[src/core/cad_pkg.sv]
// Package of address map constants and carrier types for the processor address decoder
package cad_pkg;
   // Processor map boundaries
   localparam logic [31:0] CAD_DRAM_END = 32'h7fffffff;
   localparam logic [31:0] CAD_ISAIO_BASE = 32'h80000000;
   localparam logic [31:0] CAD_ISAIO_END = 32'h807fffff;
   localparam logic [31:0] CAD_CFG_BASE = 32'h80800000;
   localparam logic [31:0] CAD_CFG_END = 32'h80ffffff;
   localparam logic [31:0] CAD_PIO_BASE = 32'h81000000;
   localparam logic [31:0] CAD_PIO_END = 32'hbf7fffff;
   localparam logic [31:0] CAD_IACK_BASE = 32'hbffffff0;
   localparam logic [31:0] CAD_MEM_BASE = 32'hc0000000;
   localparam logic [31:0] CAD_MEM_END = 32'hfeffffff;
   localparam logic [31:0] CAD_FLASH_BASE = 32'hff000000;
   // Translation: PCI address keeps the low 30 bits
   localparam logic [31:0] CAD_PCI_MASK = 32'h3fffffff;
   // Flash decode: 1MB repeat, bank bit splits 512KB halves
   localparam int CAD_FLASH_WRAP_BITS = 20;
   localparam int CAD_FLASH_BANK_BIT = 19;
   // ISA I/O discontiguous packing: 32-byte blocks on 4KB pages
   localparam int CAD_BLK_BITS = 5;
   localparam int CAD_PAGE_BITS = 12;
   // Config space: 256-byte functions, IDSEL from A11..A16
   localparam int CAD_IDSEL_LO = 11;
   localparam int CAD_IDSEL_N = 6;
   localparam logic [7:0] CAD_CFG_FN_MASK = 8'hff;
   // Indirect configuration ports
   localparam logic [15:0] CAD_CFG_ADDR_PORT = 16'h0cf8;
   localparam logic [15:0] CAD_CFG_DATA_PORT = 16'h0cfc;
   // Named ISA I/O functions
   localparam logic [15:0] CAD_RTC_ADDR0 = 16'h0074;
   localparam logic [15:0] CAD_RTC_ADDR1 = 16'h0075;
   localparam logic [15:0] CAD_RTC_DATA = 16'h0077;
   localparam logic [15:0] CAD_SCC_B_CTL = 16'h0840;

   typedef enum logic [7:0] {
      CAD_R_NONE = 8'h01,
      CAD_R_DRAM = 8'h02,
      CAD_R_ISAIO = 8'h04,
      CAD_R_CFG = 8'h08,
      CAD_R_PIO = 8'h10,
      CAD_R_IACK = 8'h20,
      CAD_R_MEM = 8'h40,
      CAD_R_FLASH = 8'h80
   } cad_region_t;

   typedef enum logic [3:0] {
      CAD_F_NONE = 4'h1,
      CAD_F_RTC = 4'h2,
      CAD_F_SCC_B_CTL = 4'h4,
      CAD_F_CFG_PORT = 4'h8
   } cad_func_t;

   typedef struct packed {
      cad_region_t region;
      logic [31:0] pci_addr;
      logic [CAD_IDSEL_N-1:0] idsel;
      logic flash_bank;
      logic [19:0] flash_off;
      logic [15:0] isa_addr;
      cad_func_t func;
      logic valid;
   } cad_dec_t;

   typedef struct packed {
      cad_dec_t dec;
   } cad_state_t;
endpackage : cad_pkg

[src/core/cad_decoder.sv]
// Processor address decoder and PCI/ISA address translator
`timescale 1ns/100ps
// Summary of operation
// - Addresses up to 7FFFFFFF go to local DRAM, never to PCI.
// - 80800000 8M range is direct configuration space, PCI 00800000 upward.
// - Indirect configuration through ports CF8 address and CFC data.
// - Window 80000000-807FFFFF reaches ISA/PCI I/O, contiguous or discontiguous.
// - ISA 0074 sits at 80003014 discontiguous, 80000074 contiguous.
// - Flash ignores address bits above 1MB, repeating across the top 16MB.
// - Lower 512KB of each megabyte is flash bank 0, upper is bank 1.
// - Config at 80800800 asserts ISA bridge IDSEL from A11, 256 bytes.
// - Config at 80810000 asserts mezzanine slot IDSEL from A16.
// - Unassigned ISA I/O locations are reserved and claim no function.
// - Serial channel B control at ISA 0840, 80042000 discontiguous.
// - Real-time clock and NVRAM reachable at its strobe and data ports.
module cad_decoder
   import cad_pkg::*;
(
   // Clock and reset
   input wire logic mclk_i,
   input wire logic nrst_i,
   // Processor request
   input wire logic req_i,
   input wire logic [31:0] addr_i,
   // Mapping mode, high selects discontiguous ISA I/O
   input wire logic discontig_i,
   // Decoded result, one cycle after the request
   output logic dec_valid_o,
   output cad_region_t region_o,
   output logic [31:0] pci_addr_o,
   output logic [CAD_IDSEL_N-1:0] idsel_o,
   output logic flash_bank_o,
   output logic [19:0] flash_off_o,
   output logic [15:0] isa_addr_o,
   output cad_func_t func_o
);

   cad_state_t st_ff;
   cad_state_t nxt_st;

   // Window offset to ISA I/O address under either mapping
   function automatic logic [15:0] isa_from_win(input logic [22:0] off, input logic dis);
      logic [15:0] a;
      a = off[15:0];
      if (dis) begin
         a = {off[22:CAD_PAGE_BITS], off[CAD_BLK_BITS-1:0]};
      end
      return a;
   endfunction : isa_from_win

   function automatic cad_func_t isa_func(input logic [15:0] a);
      cad_func_t f;
      f = CAD_F_NONE;
      if (a == CAD_RTC_ADDR0 || a == CAD_RTC_ADDR1 || a == CAD_RTC_DATA) begin
         f = CAD_F_RTC;
      end else if (a == CAD_SCC_B_CTL) begin
         f = CAD_F_SCC_B_CTL;
      end else if (a[15:2] == CAD_CFG_ADDR_PORT[15:2] || a[15:2] == CAD_CFG_DATA_PORT[15:2]) begin
         f = CAD_F_CFG_PORT;
      end
      return f;
   endfunction : isa_func

   // Parameter sanity: packing must fill 16 ISA bits, bank bit must sit in the offset
   if (23 - CAD_PAGE_BITS + CAD_BLK_BITS != 16) begin : g_chk_pack
      $error("Discontiguous packing does not give 16 bits");
   end
   if (CAD_FLASH_WRAP_BITS != 20) begin : g_chk_wrap
      $error("Flash offset port width does not match the wrap size");
   end
   if (CAD_FLASH_BANK_BIT != CAD_FLASH_WRAP_BITS - 1) begin : g_chk_bank
      $error("Flash bank bit outside the wrapped offset");
   end
   if (CAD_IDSEL_LO + CAD_IDSEL_N > 23) begin : g_chk_idsel
      $error("IDSEL lines reach outside configuration space");
   end

   always_comb begin
      logic [15:0] isa;
      isa = isa_from_win(addr_i[22:0], discontig_i);
      nxt_st = st_ff;
      nxt_st.dec.valid = req_i;
      if (req_i) begin
         nxt_st.dec.pci_addr = addr_i & CAD_PCI_MASK;
         nxt_st.dec.idsel = '0;
         nxt_st.dec.flash_bank = 1'b0;
         nxt_st.dec.flash_off = '0;
         nxt_st.dec.isa_addr = '0;
         nxt_st.dec.func = CAD_F_NONE;
         if (addr_i <= CAD_DRAM_END) begin
            nxt_st.dec.region = CAD_R_DRAM;
            nxt_st.dec.pci_addr = '0;
         end else if (addr_i <= CAD_ISAIO_END) begin
            nxt_st.dec.region = CAD_R_ISAIO;
            nxt_st.dec.pci_addr = {16'h0000, isa};
            nxt_st.dec.isa_addr = isa;
            nxt_st.dec.func = isa_func(isa);
         end else if (addr_i <= CAD_CFG_END) begin
            nxt_st.dec.region = CAD_R_CFG;
            nxt_st.dec.idsel = addr_i[CAD_IDSEL_LO +: CAD_IDSEL_N];
         end else if (addr_i <= CAD_PIO_END) begin
            nxt_st.dec.region = CAD_R_PIO;
         end else if (addr_i >= CAD_IACK_BASE && addr_i < CAD_MEM_BASE) begin
            nxt_st.dec.region = CAD_R_IACK;
         end else if (addr_i >= CAD_MEM_BASE && addr_i <= CAD_MEM_END) begin
            nxt_st.dec.region = CAD_R_MEM;
         end else if (addr_i >= CAD_FLASH_BASE) begin
            nxt_st.dec.region = CAD_R_FLASH;
            nxt_st.dec.pci_addr = '0;
            nxt_st.dec.flash_off = addr_i[CAD_FLASH_WRAP_BITS-1:0];
            nxt_st.dec.flash_bank = addr_i[CAD_FLASH_BANK_BIT];
         end else begin
            nxt_st.dec.region = CAD_R_NONE;
            nxt_st.dec.pci_addr = '0;
         end
      end
   end

   always_ff @(posedge mclk_i) begin
      if (!nrst_i) begin
         st_ff <= '{dec: '{region: CAD_R_NONE, func: CAD_F_NONE, default: '0}};
      end else begin
         st_ff <= nxt_st;
      end
   end

   assign dec_valid_o = st_ff.dec.valid;
   assign region_o = st_ff.dec.region;
   assign pci_addr_o = st_ff.dec.pci_addr;
   assign idsel_o = st_ff.dec.idsel;
   assign flash_bank_o = st_ff.dec.flash_bank;
   assign flash_off_o = st_ff.dec.flash_off;
   assign isa_addr_o = st_ff.dec.isa_addr;
   assign func_o = st_ff.dec.func;

   chk_dram_not_pci: assert property (@(posedge mclk_i) disable iff (!nrst_i)
      req_i && addr_i <= CAD_DRAM_END |=> region_o == CAD_R_DRAM && pci_addr_o == 32'h0)
      else $error("DRAM access forwarded");
   chk_cfg_translate: assert property (@(posedge mclk_i) disable iff (!nrst_i)
      req_i && addr_i >= CAD_CFG_BASE && addr_i <= CAD_CFG_END
      |=> region_o == CAD_R_CFG && pci_addr_o == $past(addr_i) - 32'h80000000)
      else $error("Config translation wrong");
   chk_cfg_ports: assert property (@(posedge mclk_i) disable iff (!nrst_i)
      req_i && !discontig_i && addr_i == 32'h80000cf8 |=> func_o == CAD_F_CFG_PORT)
      else $error("Config port not decoded");
   chk_isa_window: assert property (@(posedge mclk_i) disable iff (!nrst_i)
      req_i && addr_i >= CAD_ISAIO_BASE && addr_i <= CAD_ISAIO_END |=> region_o == CAD_R_ISAIO)
      else $error("ISA window missed");
   chk_rtc_discontig: assert property (@(posedge mclk_i) disable iff (!nrst_i)
      req_i && discontig_i && addr_i == 32'h80003014
      |=> isa_addr_o == CAD_RTC_ADDR0 && func_o == CAD_F_RTC)
      else $error("RTC strobe discontiguous wrong");
   chk_rtc_contig: assert property (@(posedge mclk_i) disable iff (!nrst_i)
      req_i && !discontig_i && addr_i == 32'h80000077 |=> func_o == CAD_F_RTC)
      else $error("RTC data port wrong");
   chk_flash_wrap: assert property (@(posedge mclk_i) disable iff (!nrst_i)
      req_i && addr_i >= CAD_FLASH_BASE |=> region_o == CAD_R_FLASH
      && flash_off_o == $past(addr_i[19:0]))
      else $error("Flash wrap wrong");
   chk_flash_bank: assert property (@(posedge mclk_i) disable iff (!nrst_i)
      req_i && addr_i == 32'hff080000 |=> flash_bank_o && flash_off_o == 20'h80000)
      else $error("Flash bank 1 not selected");
   chk_bridge_idsel: assert property (@(posedge mclk_i) disable iff (!nrst_i)
      req_i && addr_i[31:8] == 24'h808008 |=> idsel_o == 6'h01)
      else $error("Bridge IDSEL wrong");
   chk_slot_idsel: assert property (@(posedge mclk_i) disable iff (!nrst_i)
      req_i && addr_i[31:8] == 24'h808100 |=> idsel_o == 6'h20)
      else $error("Slot IDSEL wrong");
   chk_scc_ctl: assert property (@(posedge mclk_i) disable iff (!nrst_i)
      req_i && discontig_i && addr_i == 32'h80042000 |=> func_o == CAD_F_SCC_B_CTL)
      else $error("Serial B control wrong");
   chk_reserved_io: assert property (@(posedge mclk_i) disable iff (!nrst_i)
      req_i && !discontig_i && addr_i == 32'h80000500 |=> func_o == CAD_F_NONE)
      else $error("Reserved I/O claimed");
   chk_discontig_pack: assert property (@(posedge mclk_i) disable iff (!nrst_i)
      req_i && discontig_i && addr_i[31:23] == 9'h100
      |=> isa_addr_o == {$past(addr_i[22:12]), $past(addr_i[4:0])})
      else $error("Discontiguous packing wrong");
   chk_contig_pack: assert property (@(posedge mclk_i) disable iff (!nrst_i)
      req_i && !discontig_i && addr_i[31:23] == 9'h100
      |=> isa_addr_o == $past(addr_i[15:0]))
      else $error("Contiguous mapping wrong");
   chk_isa_pci_addr: assert property (@(posedge mclk_i) disable iff (!nrst_i)
      req_i && addr_i[31:23] == 9'h100 |=> pci_addr_o == {16'h0000, isa_addr_o})
      else $error("ISA window PCI address wrong");
   chk_cfg_data_port: assert property (@(posedge mclk_i) disable iff (!nrst_i)
      req_i && !discontig_i && addr_i == 32'h80000cfc |=> func_o == CAD_F_CFG_PORT)
      else $error("Config data port not decoded");
   chk_rtc_contig_strobe: assert property (@(posedge mclk_i) disable iff (!nrst_i)
      req_i && !discontig_i && addr_i == 32'h80000074
      |=> isa_addr_o == CAD_RTC_ADDR0 && func_o == CAD_F_RTC)
      else $error("RTC strobe contiguous wrong");
   chk_rtc_strobe_one: assert property (@(posedge mclk_i) disable iff (!nrst_i)
      req_i && discontig_i && addr_i == 32'h80003015 |=> func_o == CAD_F_RTC)
      else $error("RTC second strobe wrong");
   chk_flash_bank0: assert property (@(posedge mclk_i) disable iff (!nrst_i)
      req_i && addr_i >= CAD_FLASH_BASE && !addr_i[19] |=> !flash_bank_o)
      else $error("Flash bank 0 not selected");
   chk_flash_local: assert property (@(posedge mclk_i) disable iff (!nrst_i)
      req_i && addr_i >= CAD_FLASH_BASE |=> pci_addr_o == 32'h0)
      else $error("Flash access forwarded");
   chk_cfg_idsel_raw: assert property (@(posedge mclk_i) disable iff (!nrst_i)
      req_i && addr_i >= CAD_CFG_BASE && addr_i <= CAD_CFG_END
      |=> idsel_o == $past(addr_i[16:11]))
      else $error("IDSEL lines wrong");
   chk_idsel_idle: assert property (@(posedge mclk_i) disable iff (!nrst_i)
      req_i && !(addr_i >= CAD_CFG_BASE && addr_i <= CAD_CFG_END)
      |=> idsel_o == 6'h00)
      else $error("IDSEL outside config space");
   chk_scc_contig: assert property (@(posedge mclk_i) disable iff (!nrst_i)
      req_i && !discontig_i && addr_i == 32'h80000840 |=> func_o == CAD_F_SCC_B_CTL)
      else $error("Serial B control contiguous wrong");
   chk_reserved_page: assert property (@(posedge mclk_i) disable iff (!nrst_i)
      req_i && discontig_i && addr_i == 32'h80003018 |=> func_o == CAD_F_NONE)
      else $error("Reserved discontiguous I/O claimed");

   cov_dram: cover property (@(posedge mclk_i) disable iff (!nrst_i) region_o == CAD_R_DRAM);
   cov_cfg: cover property (@(posedge mclk_i) disable iff (!nrst_i) region_o == CAD_R_CFG);
   cov_isa_dis: cover property (@(posedge mclk_i) disable iff (!nrst_i)
      req_i && discontig_i && addr_i[31:23] == 9'h100);
   cov_flash1: cover property (@(posedge mclk_i) disable iff (!nrst_i) flash_bank_o);
   cov_pci_io: cover property (@(posedge mclk_i) disable iff (!nrst_i) region_o == CAD_R_PIO);
endmodule : cad_decoder

[config.mk]
export PLATFORM = sky130hd
export DESIGN_NAME = cad_decoder
export DESIGN_NICKNAME = d
export VERILOG_FILES = /design/src/core/cad_pkg.sv /design/src/core/cad_decoder.sv
export SDC_FILE = /design/constraint.sdc
export NUM_CORES = 1
export LEC_CHECK = 0
export BUFFER_PORTS_ARGS = -buffer_cell sky130_fd_sc_hd__buf_2
export CAP_MARGIN = 0
export CELL_PAD_IN_SITES_DETAIL_PLACEMENT = 1
export CELL_PAD_IN_SITES_GLOBAL_PLACEMENT = 1
export CORE_UTILIZATION = 35
export DETAILED_ROUTE_END_ITERATION = 8
export PLACE_DENSITY = 0.88
export SETUP_SLACK_MARGIN = 0.1
export SLEW_MARGIN = 20
export SYNTH_ARGS = -nofsm -noshare
export SYNTH_HDL_FRONTEND = slang
export SYNTH_SLANG_ARGS = --single-unit
[constraint.sdc]
create_clock -name mclk_i -period 4.41 [get_ports mclk_i]
set_clock_uncertainty 0.2 [all_clocks]
set_input_delay 0.882 -clock mclk_i [delete_from_list [all_inputs] [get_ports mclk_i]]
set_output_delay 0.882 -clock mclk_i [all_outputs]
set_load 0.03 [all_outputs]
# [After elaboration in Yosys (flattened, before gate mapping)]
# Cells that the tools add are included.
[word_totals] out_inout_bits=88 input_bits=36 wordCells=52 regBits=88
[op_classes] n_reduce_logical=5 eq_ne=6 n_mux=24 order_cmp=9
[ops] op="<= comparator 32 bit (second input constant)" count=4
[ops] op="2-to-1 mux 32 bit" count=4
[ops] op="2-to-1 mux 40 bit" count=3
[ops] op="2-to-1 mux 21 bit" count=5
[ops] op="greater-or-equal comparator 32 bit (second input constant)" count=3
[ops] op="equality test 16 x 7 -> 1 bit (second input constant)" count=3
[ops] op="2-to-1 mux 47 bit" count=1
[ops] op="<= comparator 32 x 31 -> 1 bit (second input constant)" count=1
[ops] op="< comparator 32 bit (second input constant)" count=1
[ops] op="2-to-1 mux 8 bit" count=4
[ops] op="equality test 14 x 10 -> 1 bit (second input constant)" count=2
[ops] op="2-to-1 mux 27 bit" count=1
[ops] op="2-to-1 mux 20 bit" count=1
[ops] op="equality test 16 x 12 -> 1 bit (second input constant)" count=1
[ops] op="2-to-1 mux 16 bit" count=1
[ops] op="2-to-1 mux 4 bit" count=3
[ops] op="2-to-1 mux 6 bit" count=1
[ops] op="logical OR 1 bit" count=3
[ops] op="logical AND 1 bit" count=2

# [Longest topological paths before layout]
# Gate-level depths: netlist of run 1.
[logic_depth] word_depth=8 mapped_depth=7 mapped_depth_nobuf=5

# [Worst setup path after synthesis of run 1]
# OpenSTA, ideal clock, no wires.
[synth_path] kind="input to register" from="input port addr_i[13]" to="register st_ff (netlist bit pci_addr_o[18])" setup_ps=60 t_arrival_ps=2615 cell_stages=7 setup_slack_ps=1535 t_required_ps=4150 path_buffers=2 path_cell_list="clkbuf_1 > nand4_1 > nor4_1 > or4b_4 > a211oi_4 > buf_6 > a22o_1"
[synth_via] elab_chain_cells=8
[synth_lines] element="start: declaration" line_no="cad_decoder.sv:24" rtl="input wire logic [31:0] addr_i,"
[synth_lines] element="greater-or-equal comparator 32 bit or <= comparator 32 bit (tied branches)" line_no="cad_decoder.sv:105" rtl="end else if (addr_i >= CAD_MEM_BASE && addr_i <= CAD_MEM_END) begin"
[synth_lines] element="logical AND 1 bit" line_no="cad_decoder.sv:105"
[synth_lines] element="2-to-1 mux 32 bit" line_no="cad_decoder.sv:105"
[synth_lines] element="2-to-1 mux 32 bit" line_no="cad_decoder.sv:103" rtl="end else if (addr_i >= CAD_IACK_BASE && addr_i < CAD_MEM_BASE) begin"
[synth_lines] element="2-to-1 mux 32 bit" line_no="cad_decoder.sv:101" rtl="end else if (addr_i <= CAD_PIO_END) begin"
[synth_lines] element="2-to-1 mux 32 bit" line_no="cad_decoder.sv:98" rtl="end else if (addr_i <= CAD_CFG_END) begin"
[synth_lines] element="2-to-1 mux 40 bit" line_no="cad_decoder.sv:93" rtl="end else if (addr_i <= CAD_ISAIO_END) begin"
[synth_lines] element="2-to-1 mux 40 bit *" line_no="cad_decoder.sv:90" rtl="if (addr_i <= CAD_DRAM_END) begin"
[synth_lines] element="end signal: assignment" line_no="cad_decoder.sv:123" rtl="st_ff <= nxt_st;"
[synth_lines] element="end: declaration" line_no="cad_decoder.sv:38" rtl="cad_state_t st_ff;"
# Every way passes the cells marked *; elsewhere a longest branch is shown, timed or not.
# A chain may end at the register's enable or synchronous reset.

# [Final worst setup path of run 1]
[layout_path] from="input port addr_i[28]" to="register st_ff (netlist bit pci_addr_o[15])"
# The elaborated chain is that of the path after synthesis.

==> results.py, run 1 <==
metrics = {
    "clocking": {
        "cts_root_buffer": "clkbuf_8",
        "clkTransAtPathRegs_ns": 0.08,
        "numCtsBuffers": 9,
        "insertion_delay_ns": 0.34,
        "cts_tree": "done",
        "clockBufferDepth": 2,
        "htree_num_levels": 3,
        "cts_setup_buffers": 0,
        "postCtsResizedCells": 0,
        "cts_hold_buf": 0,
        "cts_sinks": 85,
    },
    "routing": {
        "wl_met2_mm": 5.26,
        "drtIter0Drc": 105,
        "drc_errors": 9,
        "wl_met3_um": 879,
        "firstDrtPassIters": 6,
        "drtAntennaViolNets": 0,
        "via_per_inst": 5.53,
        "num_vias": 3075,
        "drt-met1-wl_mm": 4.49,
        "wl_mm": 10.9,
        "top_layer": "met4",
        "wl_per_cell_um": 19.5,
    },
    "pwr": {
        "power_mw": 1.42,
        "power.density_nw_per_um2": 348,
        "p_leak_nw": 1.86,
        "ir_drop_mv": 0.154,
    },
    "sta": {
        "period_minus_slack_ns": 2.98,
        "hold_viol": 0,
        "finalCritPeriodShare": 0.676,
        "fmax_ghz": 0.335,
        "maxSlewViolCount": 0,
        "slew_headroom": 0.370,
        "worstMarginPinSlew_ns": 0.939,
        "fin_setup_tns_ns": 0,
        "rsz0062_at_grt": "false",
        "setup_violations": 0,
        "setup_slack_ns": 1.43,
    },
    "cells_and_area": {
        "final_cells": 556,
        "multi_input_area_um2": 1430,
        "nFillCells": 1073,
        "num_antenna_cells": 0,
        "seqCellArea_um2": 1700,
        "finalNetCount": 479,
        "layout-drive-gt1-share": 0.339,
        "area_growth_pct": 25.9,
    },
    "yosys": {
        "synthArstFlopShare": 0,
        "syn_avg_cell_area_um2": 9.81,
        "syn_inst": 330,
        "synth-seq-cells": 85,
        "synth-seq-area-share": 0.526,
        "synth_edf_count": 0,
        "synth.distinct_cells": 37,
        "synth_ff_type": "dfxtp_1",
        "ys_warn_count": 0,
        "synth_area_um2": 3240,
    },
    "floorplanning": {
        "die_y_um": 98.2,
        "io_pins": 124,
        "die_w_um": 98.2,
        "start_util": 0.366,
        "coreArea_um2": 8850,
        "num_rows": 34,
        "dieArea_um2": 9640,
    },
    "critical_path": {
        "rr_endpoint": "func_o[0]",
        "cp_max_fo": 14,
        "slowest_stage": "a211oi_4",
        "critPathRequiredTime_ns": 4.51,
        "critical-path-top-delay-family": "simple AND/OR/NAND/NOR gates",
        "critical_path.max_stage_delay_ns": 0.60,
        "r2r-start": "func_o[0]",
        "start_kind": "input port",
        "arrival_ns": 3.08,
        "path_class": "input port to register",
        "reg2reg_setup_slack_ns": 3.47,
        "path_cells": "buf_2 -> nand4_1 -> or4_4 -> or4b_4 -> a211oi_4 -> a22o_1",
        "reg2reg_depth": 3,
        "end_kind": "register",
        "path_buf_inv": 1,
    },
    "placed_design": {
        "place_worst_setup_slack_ns": 1.06,
        "dp_hpwl_mm": 7.99,
        "dpl.cell_count": 540,
        "finalWeightedCongestion": 1.00,
        "port_buffers": 121,
    },
    "global_routing": {
        "grt-ovfl-total": 0,
        "grt_max_degree": 35,
        "antenna_found_initial": 0,
        "grt.total_usage": 0.231,
        "grt_pass1_vias": 3099,
        "grt_pass1_wl_mm": 17.1,
    },
    "worst_hold_path": {
        "min_from": "region_o[7]",
        "hold_depth": 1,
        "holdPathEnd": "region_o[7]",
        "hp-class": "register to register",
    },
    "run_status": {
        "status": "finished with violations",
        "violations": "DRC",
    },
    "run": {
        "drv_cap": 0,
    },
}
[area by class of cell]
type / count / area share
Sequential cell: 85 / 0.417
Clock buffer: 12 / 0.0331
Clock inverter: 4 / 0.00614
Inverter: 5 / 0.00460
Tap cell: 108 / 0.0331
Multi-Input combinational cell: 217 / 0.350
Timing Repair Buffer: 125 / 0.156
[sequential cells by signal (all words and copies together), names as in the netlist]
| signal | cells |
|---|---|
| pci_addr_o | 30 |
| flash_off_o | 19 |
| isa_addr_o | 16 |
| region_o | 8 |
| idsel_o | 6 |
| func_o | 4 |
| dec_valid_o | 1 |
| flash_bank_o | 1 |
[layout by cell type (no fill, tap or decap), types with 2 or more instances in the layout]
| cell type | Yosys | layout |
|---|---|---|
| buf_2 | 1 | 121 |
| dfxtp_1 | 85 | 85 |
| clkbuf_8 | 0 | 9 |
| nand2_1 | 25 | 25 |
| o21ai_0 | 9 | 9 |
| a32o_1 | 6 | 6 |
| o21a_1 | 3 | 3 |
| o2bb2ai_1 | 2 | 2 |
| nor2_1 | 42 | 41 |
| mux2_2 | 7 | 7 |
| clkinv_2 | 0 | 2 |
| inv_1 | 2 | 2 |
| nor3_1 | 5 | 5 |
| conb_1 | 1 | 2 |
| buf_4 | 3 | 4 |
| nand3_1 | 5 | 5 |
| nand4_1 | 7 | 7 |
| and2_1 | 2 | 2 |
| clkbuf_1 | 18 | 3 |
| a21oi_1 | 18 | 18 |
| a22oi_1 | 15 | 15 |
| nor4_1 | 6 | 5 |
| clkinvlp_4 | 0 | 2 |
| a22o_1 | 44 | 44 |
| clkinv_1 | 2 | 2 |
| mux2i_1 | 7 | 7 |
| a211oi_4 | 2 | 2 |
[how the worst max path moves through the flow]
stage	from	endpoint	slack (ns)	cells after the start
after floorplan	addr_i[13]	pci_addr_o[18]	1.54	7
after global placement	addr_i[28]	pci_addr_o[15]	1.15	6
after detailed placement	addr_i[26]	isa_addr_o[1]	1.06	6
after CTS	addr_i[26]	isa_addr_o[1]	1.44	6
after global routing	addr_i[26]	isa_addr_o[1]	1.22	6
final	addr_i[28]	pci_addr_o[15]	1.43	6
[Yosys cell counts (all sizes together) (5+ instances only)]
cell type | count | area [um2]
buf | 6 | 42.5
a32o | 6 | 60.1
nand3 | 5 | 25.0
dfxtp | 85 | 1700
nor3 | 5 | 25.0
o21ai | 9 | 45.0
nand4 | 7 | 43.8
nor4 | 6 | 37.5
a22oi | 15 | 113
a21oi | 18 | 90.1
clkbuf | 18 | 67.6
nor2 | 42 | 158
mux2i | 7 | 70.1
mux2 | 7 | 78.8
nand2 | 25 | 93.8
a22o | 44 | 385
[layer usage]
layer	track usage	up-vias
li1	-	1439
met1	0.274	1497
met2	0.388	124
met3	0.0737	15
met4	0.0884	0
met5	0	-
[cells by family (layout without fill, tap and decap cells)]
logic type | after synthesis | after routing | share of synthesized area
DFF | 85 | 85 | 0.526
and+or+nand+nor | 98 | 98 | 0.138
AOI/OAI and AO/OA | 103 | 103 | 0.249
buffers and inverters | 29 | 146 | 0.0398
muxes | 14 | 14 | 0.0460
other | 1 | 2 | 0.00116
[metrics by stage]
step | hold slack [ns] | area [um2] | utilization
2_1_floorplan | 0.391 | 3240 | -
3_3_place_gp | 0.231 | 3920 | 0.443
3_5_place_dp | 0.239 | 3920 | 0.443
4_1_cts | 0.257 | 4080 | 0.461
5_1_grt | 0.282 | 4080 | 0.461
6_report | 0.254 | 4080 | 0.461
[power breakdown]
part | switching, mW | internal (mW) | total, mW
Combinational | 0.112 | 0.0452 | 0.157
Sequential | 0.00793 | 0.780 | 0.788
Clock | 0.269 | 0.203 | 0.473
No activity file was read; power rests on OpenSTA's default activity.
==> inputs of run 2 (changes only) <==
CORE_UTILIZATION = 32   (was 35)
PLACE_DENSITY = 0.85   (was 0.88)
clock period = 2.5 ns   (was 4.41 ns; I/O delays follow)
==> run 2 against run 1 <==
Effect of this change:
- the flow now finishes without violations
- sequential share of layout area fell by 3.6 points
- die area grew 9.2%
- sequential power increased by 76%
- worst setup slack lost 1.2 ns
- critical endpoint unchanged
==> results.py, run 2 (same netlist as run 1, synthesis figures left out) <==
metrics = {
    "run_status": {
        "status": "completed",
    },
    "critical_path": {
        "cp-endpoint": "pci_addr_o[15]",
        "critPathRequiredTime_ns": 2.61,
        "path_class": "input port to register",
        "r2r-start": "pci_addr_o[15]",
        "arrival_ns": 2.35,
        "reg2reg_depth": 2,
        "cp_max_fo": 8,
        "reg2reg_setup_slack_ns": 1.54,
        "start_kind": "input port",
        "end_kind": "register",
        "crit_start": "addr_i[29]",
        "rr_endpoint": "pci_addr_o[15]",
    },
    "pwr": {
        "power.density_nw_per_um2": 626,
        "pwr-share-clk": 0.387,
        "switching_share": 0.257,
        "ir_drop_mv": 0.347,
        "power.net_switching_mw": 0.718,
        "power_frac_comb": 0.115,
        "p_int_mw": 2.07,
        "p_leak_nw": 2.07,
        "p_seq_frac": 0.498,
    },
    "clocking": {
        "cts_root_buffer": "clkbuf_8",
        "cts_setup_buffers": 0,
        "cts_hold_buf": 0,
        "numCtsBuffers": 9,
        "htree_num_levels": 3,
        "cts_sinks": 85,
        "clkTransAtPathRegs_ns": 0.08,
        "insertion_delay_ns": 0.36,
        "postCtsResizedCells": 0,
        "clockBufferDepth": 2,
        "cts_tree": "done",
    },
    "global_routing": {
        "antenna_found_initial": 0,
        "use_met1": 0.274,
        "use_met2": 0.403,
        "grt-ovfl-total": 0,
        "met3_usage": 0.0366,
        "grt_max_degree": 51,
        "grt_most_used_layer": "met2",
        "grt.total_usage": 0.229,
        "grt_pass1_vias": 3367,
        "grt_pass1_wl_mm": 17.8,
    },
    "routing": {
        "wl_per_cell_um": 18.7,
        "drtIter0Drc": 125,
        "drc_errors": 0,
        "num_vias": 3215,
        "drtAntennaViolNets": 0,
        "via_per_inst": 5.22,
        "wl_mm": 11.5,
        "firstDrtPassIters": 5,
    },
    "cells_and_area": {
        "layout_commonest_cell": "buf_2",
        "area_growth_pct": 37.6,
        "finalInstanceArea_um2": 4460,
        "nFillCells": 1186,
        "num_antenna_cells": 0,
        "finalNetCount": 515,
        "largest_reg_flops": 30,
        "final_cell_mix": "buf_2, dfxtp_1, a22o_1, nor2_1, buf_4",
        "layout-drive-gt1-share": 0.391,
    },
    "sta": {
        "finalCritPeriodShare": 0.897,
        "slew_headroom": 0.658,
        "setup_violations": 0,
        "worstMarginPinSlew_ns": 0.512,
        "rsz0062_at_grt": "false",
        "maxSlewViolCount": 0,
        "period_minus_slack_ns": 2.24,
        "timing.hold.ws_ns": 0.235,
        "hold_viol": 0,
        "fmax_ghz": 0.446,
    },
    "placed_design": {
        "port_buffers": 121,
        "finalWeightedCongestion": 0.963,
        "dp_hpwl_mm": 8.79,
        "postPlaceCellArea_um2": 4240,
    },
    "run": {
        "drv_cap": 0,
    },
    "worst_hold_path": {
        "hp-class": "input port to register",
    },
    "floorplanning": {
        "num_rows": 36,
        "io_pins": 124,
        "start_util": 0.331,
        "die_y_um": 103,
        "coreArea_um2": 9770,
        "dieArea_um2": 10500,
        "die_w_um": 103,
    },
}
==> run 2: cell count changes in the layout (fill, tap and decap cells not counted), sizes merged <==
| cell | change |
|---|---|
| buf | +36 |
| bufinv | +2 |
| clkbuf | -1 |
| clkinv | -1 |
| clkinvlp | -1 |
==> run 2: power by group through the flow <==
stage / clock network, mW / logic (mW) / registers (mW)
5_1_grt: 1.16 / 0.342 / 1.39
2_1_floorplan: 0 / 0.112 / 1.47
3_3_place_gp: 0 / 0.310 / 1.42
3_5_place_dp: 0 / 0.319 / 1.42
6_report: 1.08 / 0.321 / 1.39
4_1_cts: 1.10 / 0.320 / 1.39
==> run 2: worst max-delay path: stages <==
cell	delay (ns)
buf_2	0.09
nand4_1	0.14
or4_4	0.46
or4b_4	0.58
a211oi_4	0.24
buf_4	0.19
a22o_1	0.14
==> run 2: worst min-delay path by stage <==
stage	from	end	slack, ns	cells after the start
after floorplan	func_o[1]	func_o[1]	0.39	2
after global placement	region_o[7]	region_o[7]	0.23	1
after detailed placement	region_o[7]	region_o[7]	0.24	1
after CTS	addr_i[2]	pci_addr_o[2]	0.23	2
after global routing	addr_i[2]	pci_addr_o[2]	0.22	2
final	addr_i[2]	pci_addr_o[2]	0.23	2
==> run 2: final cells by class <==
class                           count  area, um2  share of cell area
Multi-Input combinational cell    217       1430               0.320
Inverter                            5       18.8             0.00421
Clock buffer                       11        141              0.0317
Sequential cell                    85       1700               0.382
Tap cell                          133        166              0.0373
Clock inverter                      4       72.6              0.0163
Timing Repair Buffer              161        931               0.209
==> run 2: metal layers <==
metal  routed length (um)  vias up  share of wire
met5                    0        -              0
met4                  211        0          0.018
met2                 5670      113           0.49
met3                  509       16          0.044
li1                     -     1513              -
met1                 5140     1573           0.45
==> run 2: stage by stage <==
step | power (mW) | cells | worst slack, ns | TNS (ns) | util
after floorplan | 1.58 | 331 | 0.0632 | 0 | -
after global placement | 1.73 | 601 | -0.0454 | -0.778 | 0.434
after global routing | 2.89 | 616 | 0.213 | 0 | 0.456
after CTS | 2.81 | 616 | 0.271 | 0 | 0.456
final | 2.79 | 616 | 0.259 | 0 | 0.456
after detailed placement | 1.74 | 601 | -0.111 | -2.39 | 0.434
==> inputs of run 3 (changes only) <==
ABC_AREA = 1   (was unset)
PLACE_DENSITY = 0.86   (was 0.85)
==> run 3 against run 2 <==
Effect of this change:
- sequential cell count did not move
- core utilization is 3.6 points lower
- final cell count rose by 40%
- die area increased by 24%
- global-route usage is 0.97 points lower
- count of clock-buffer cells in the layout fell by 1
- register-to-register slack worse by 0.03 ns
- critical path type unchanged
- largest cell class is now multi-input gates
==> results.py, run 3 <==
metrics = {
    "clocking": {
        "clockBufferDepth": 2,
        "cts_sinks": 85,
        "postCtsResizedCells": 0,
        "insertion_delay_ns": 0.34,
        "numCtsBuffers": 9,
        "cts_setup_buffers": 0,
        "clkTransAtPathRegs_ns": 0.07,
        "cts_tree": "done",
        "cts_root_buffer": "clkbuf_16",
        "cts_hold_buf": 0,
        "htree_num_levels": 3,
    },
    "critical_path": {
        "reg2reg_setup_slack_ns": 1.51,
        "path_class": "input port to register",
        "reg2reg_depth": 3,
        "cp_max_fo": 30,
        "end_kind": "register",
        "start_kind": "input port",
        "r2r-start": "func_o[0]",
        "arrival_ns": 2.10,
        "critPathRequiredTime_ns": 2.53,
        "rr_endpoint": "func_o[0]",
    },
    "sta": {
        "maxSlewViolCount": 0,
        "finalCritPeriodShare": 0.826,
        "timing.hold.ws_ns": 0.176,
        "worstMarginPinSlew_ns": 0.620,
        "rsz0062_at_grt": "false",
        "fmax_ghz": 0.484,
        "period_minus_slack_ns": 2.07,
        "slew_headroom": 0.586,
        "setup_violations": 0,
        "fin_setup_tns_ns": 0,
        "hold_viol": 0,
    },
    "placed_design": {
        "finalWeightedCongestion": 0.836,
        "dp_hpwl_mm": 10.5,
        "port_buffers": 121,
    },
    "worst_hold_path": {
        "holdPathEnd": "func_o[0]",
        "hold_depth": 2,
        "hp-class": "input port to register",
        "min_from": "nrst_i",
    },
    "floorplanning": {
        "coreArea_um2": 12100,
        "io_pins": 124,
        "die_w_um": 114,
        "start_util": 0.332,
        "die_y_um": 114,
        "num_rows": 40,
        "dieArea_um2": 13000,
    },
    "cells_and_area": {
        "finalNetCount": 725,
        "layout_commonest_cell": "nand2_1",
        "num_antenna_cells": 0,
        "multi_input_area_um2": 1950,
        "final_cell_mix": "nand2_1, buf_2, dfxtp_1, nor2_1, a21oi_1",
        "seqCellArea_um2": 1700,
        "area_growth_pct": 26.4,
        "nFillCells": 1613,
        "largest_reg_flops": 30,
        "layout-drive-gt1-share": 0.316,
    },
    "run_status": {
        "status": "completed",
    },
    "yosys": {
        "synth_ff_type": "dfxtp_1",
        "synth_top_cell_by_area": "dfxtp_1",
        "ys_warn_count": 0,
        "synth.most_common_cell": "nand2_1",
        "syn_avg_cell_area_um2": 7.01,
        "synth_area_leaders": "dfxtp_1, nand2_1, a21oi_2, a21oi_1, nor2_1",
        "synth_edf_count": 0,
        "netlist_top_cells_count": "nand2_1, dfxtp_1, nor2_1",
        "synth-seq-cells": 85,
        "synth-seq-area-share": 0.423,
        "syn_inst": 574,
        "synth.distinct_cells": 25,
        "synth_area_um2": 4030,
        "yosys.area.top_type_share": 0.423,
        "synthArstFlopShare": 0,
    },
    "global_routing": {
        "grt.total_usage": 0.219,
        "grt-ovfl-total": 0,
        "grt_pass1_wl_mm": 21.9,
        "grt_max_degree": 43,
        "antenna_found_initial": 0,
        "grt_pass1_vias": 4126,
    },
    "routing": {
        "firstDrtPassIters": 5,
        "wl_mm": 13.9,
        "via_per_inst": 4.77,
        "drtIter0Drc": 153,
        "num_vias": 4109,
        "wl_per_cell_um": 16.1,
        "drc_errors": 0,
        "drtAntennaViolNets": 0,
    },
    "pwr": {
        "power.density_nw_per_um2": 642,
        "ir_drop_mv": 0.261,
        "p_leak_nw": 2.35,
    },
    "run": {
        "drv_cap": 0,
    },
}
-- run 3: report_power, final --
part           internal (mW)  switching [mW]  total (mW)
logic                  0.135           0.337       0.472
clock network          0.807           0.573        1.38
registers               1.39          0.0211        1.41
total                   2.33           0.932        3.27
-- run 3: area by class of cell --
cell class	instances	area share
Multi-Input combinational cell	412	0.383
Sequential cell	85	0.334
Timing Repair Buffer	140	0.150
Clock buffer	10	0.0470
Tap cell	168	0.0413
Inverter	41	0.0305
Clock inverter	6	0.0138
-- run 3: routing by layer --
layer	track usage	vias up	wire, um
li1	-	2044	-
met1	0.270	1948	6070
met2	0.383	97	7040
met3	0.0286	20	518
met4	0.0909	0	295
met5	0	-	0
-- run 3: worst max path at each step --
stage                     cells after the start              to  slack [ns]  startpoint
after floorplan                               9  pci_addr_o[10]        0.76  addr_i[31]
after global placement                        8   pci_addr_o[5]        0.15  addr_i[27]
after detailed placement                      8   pci_addr_o[6]        0.07  addr_i[27]
after CTS                                     8   pci_addr_o[8]        0.42  addr_i[27]
after global routing                          8  pci_addr_o[12]        0.27  addr_i[27]
final                                         8   pci_addr_o[8]        0.43  addr_i[31]
-- run 3: through the flow --
step	utilization	std cells	worst slack, ns	total power [mW]	cell area [um2]
detailed placement	0.395	846	0.0687	1.92	4780
CTS	0.420	862	0.422	3.30	5090
global route	0.420	862	0.270	3.40	5090
floorplan	-	575	0.759	1.75	4030
finish	0.420	862	0.434	3.27	5090
global placement	0.395	846	0.154	1.91	4780
-- run 3: cells by family (layout without fill, tap and decap cells) --
group                  after synthesis  after routing  synth area share
AO/OA/AOI/OAI                       88             88             0.141
buffers and inverters               78            197            0.0936
flip-flops                          85             85             0.423
other                                1              2          0.000932
AND/OR/NAND/NOR                    322            322             0.342
-- run 3: critical path: stages --
cell     delay [ns]
buf_2          0.17
nand2_1        0.12
nor2_1         0.15
nand2_1        0.12
nand3_1        0.16
nand4_4        0.51
nand2_1        0.28
a21oi_2        0.07
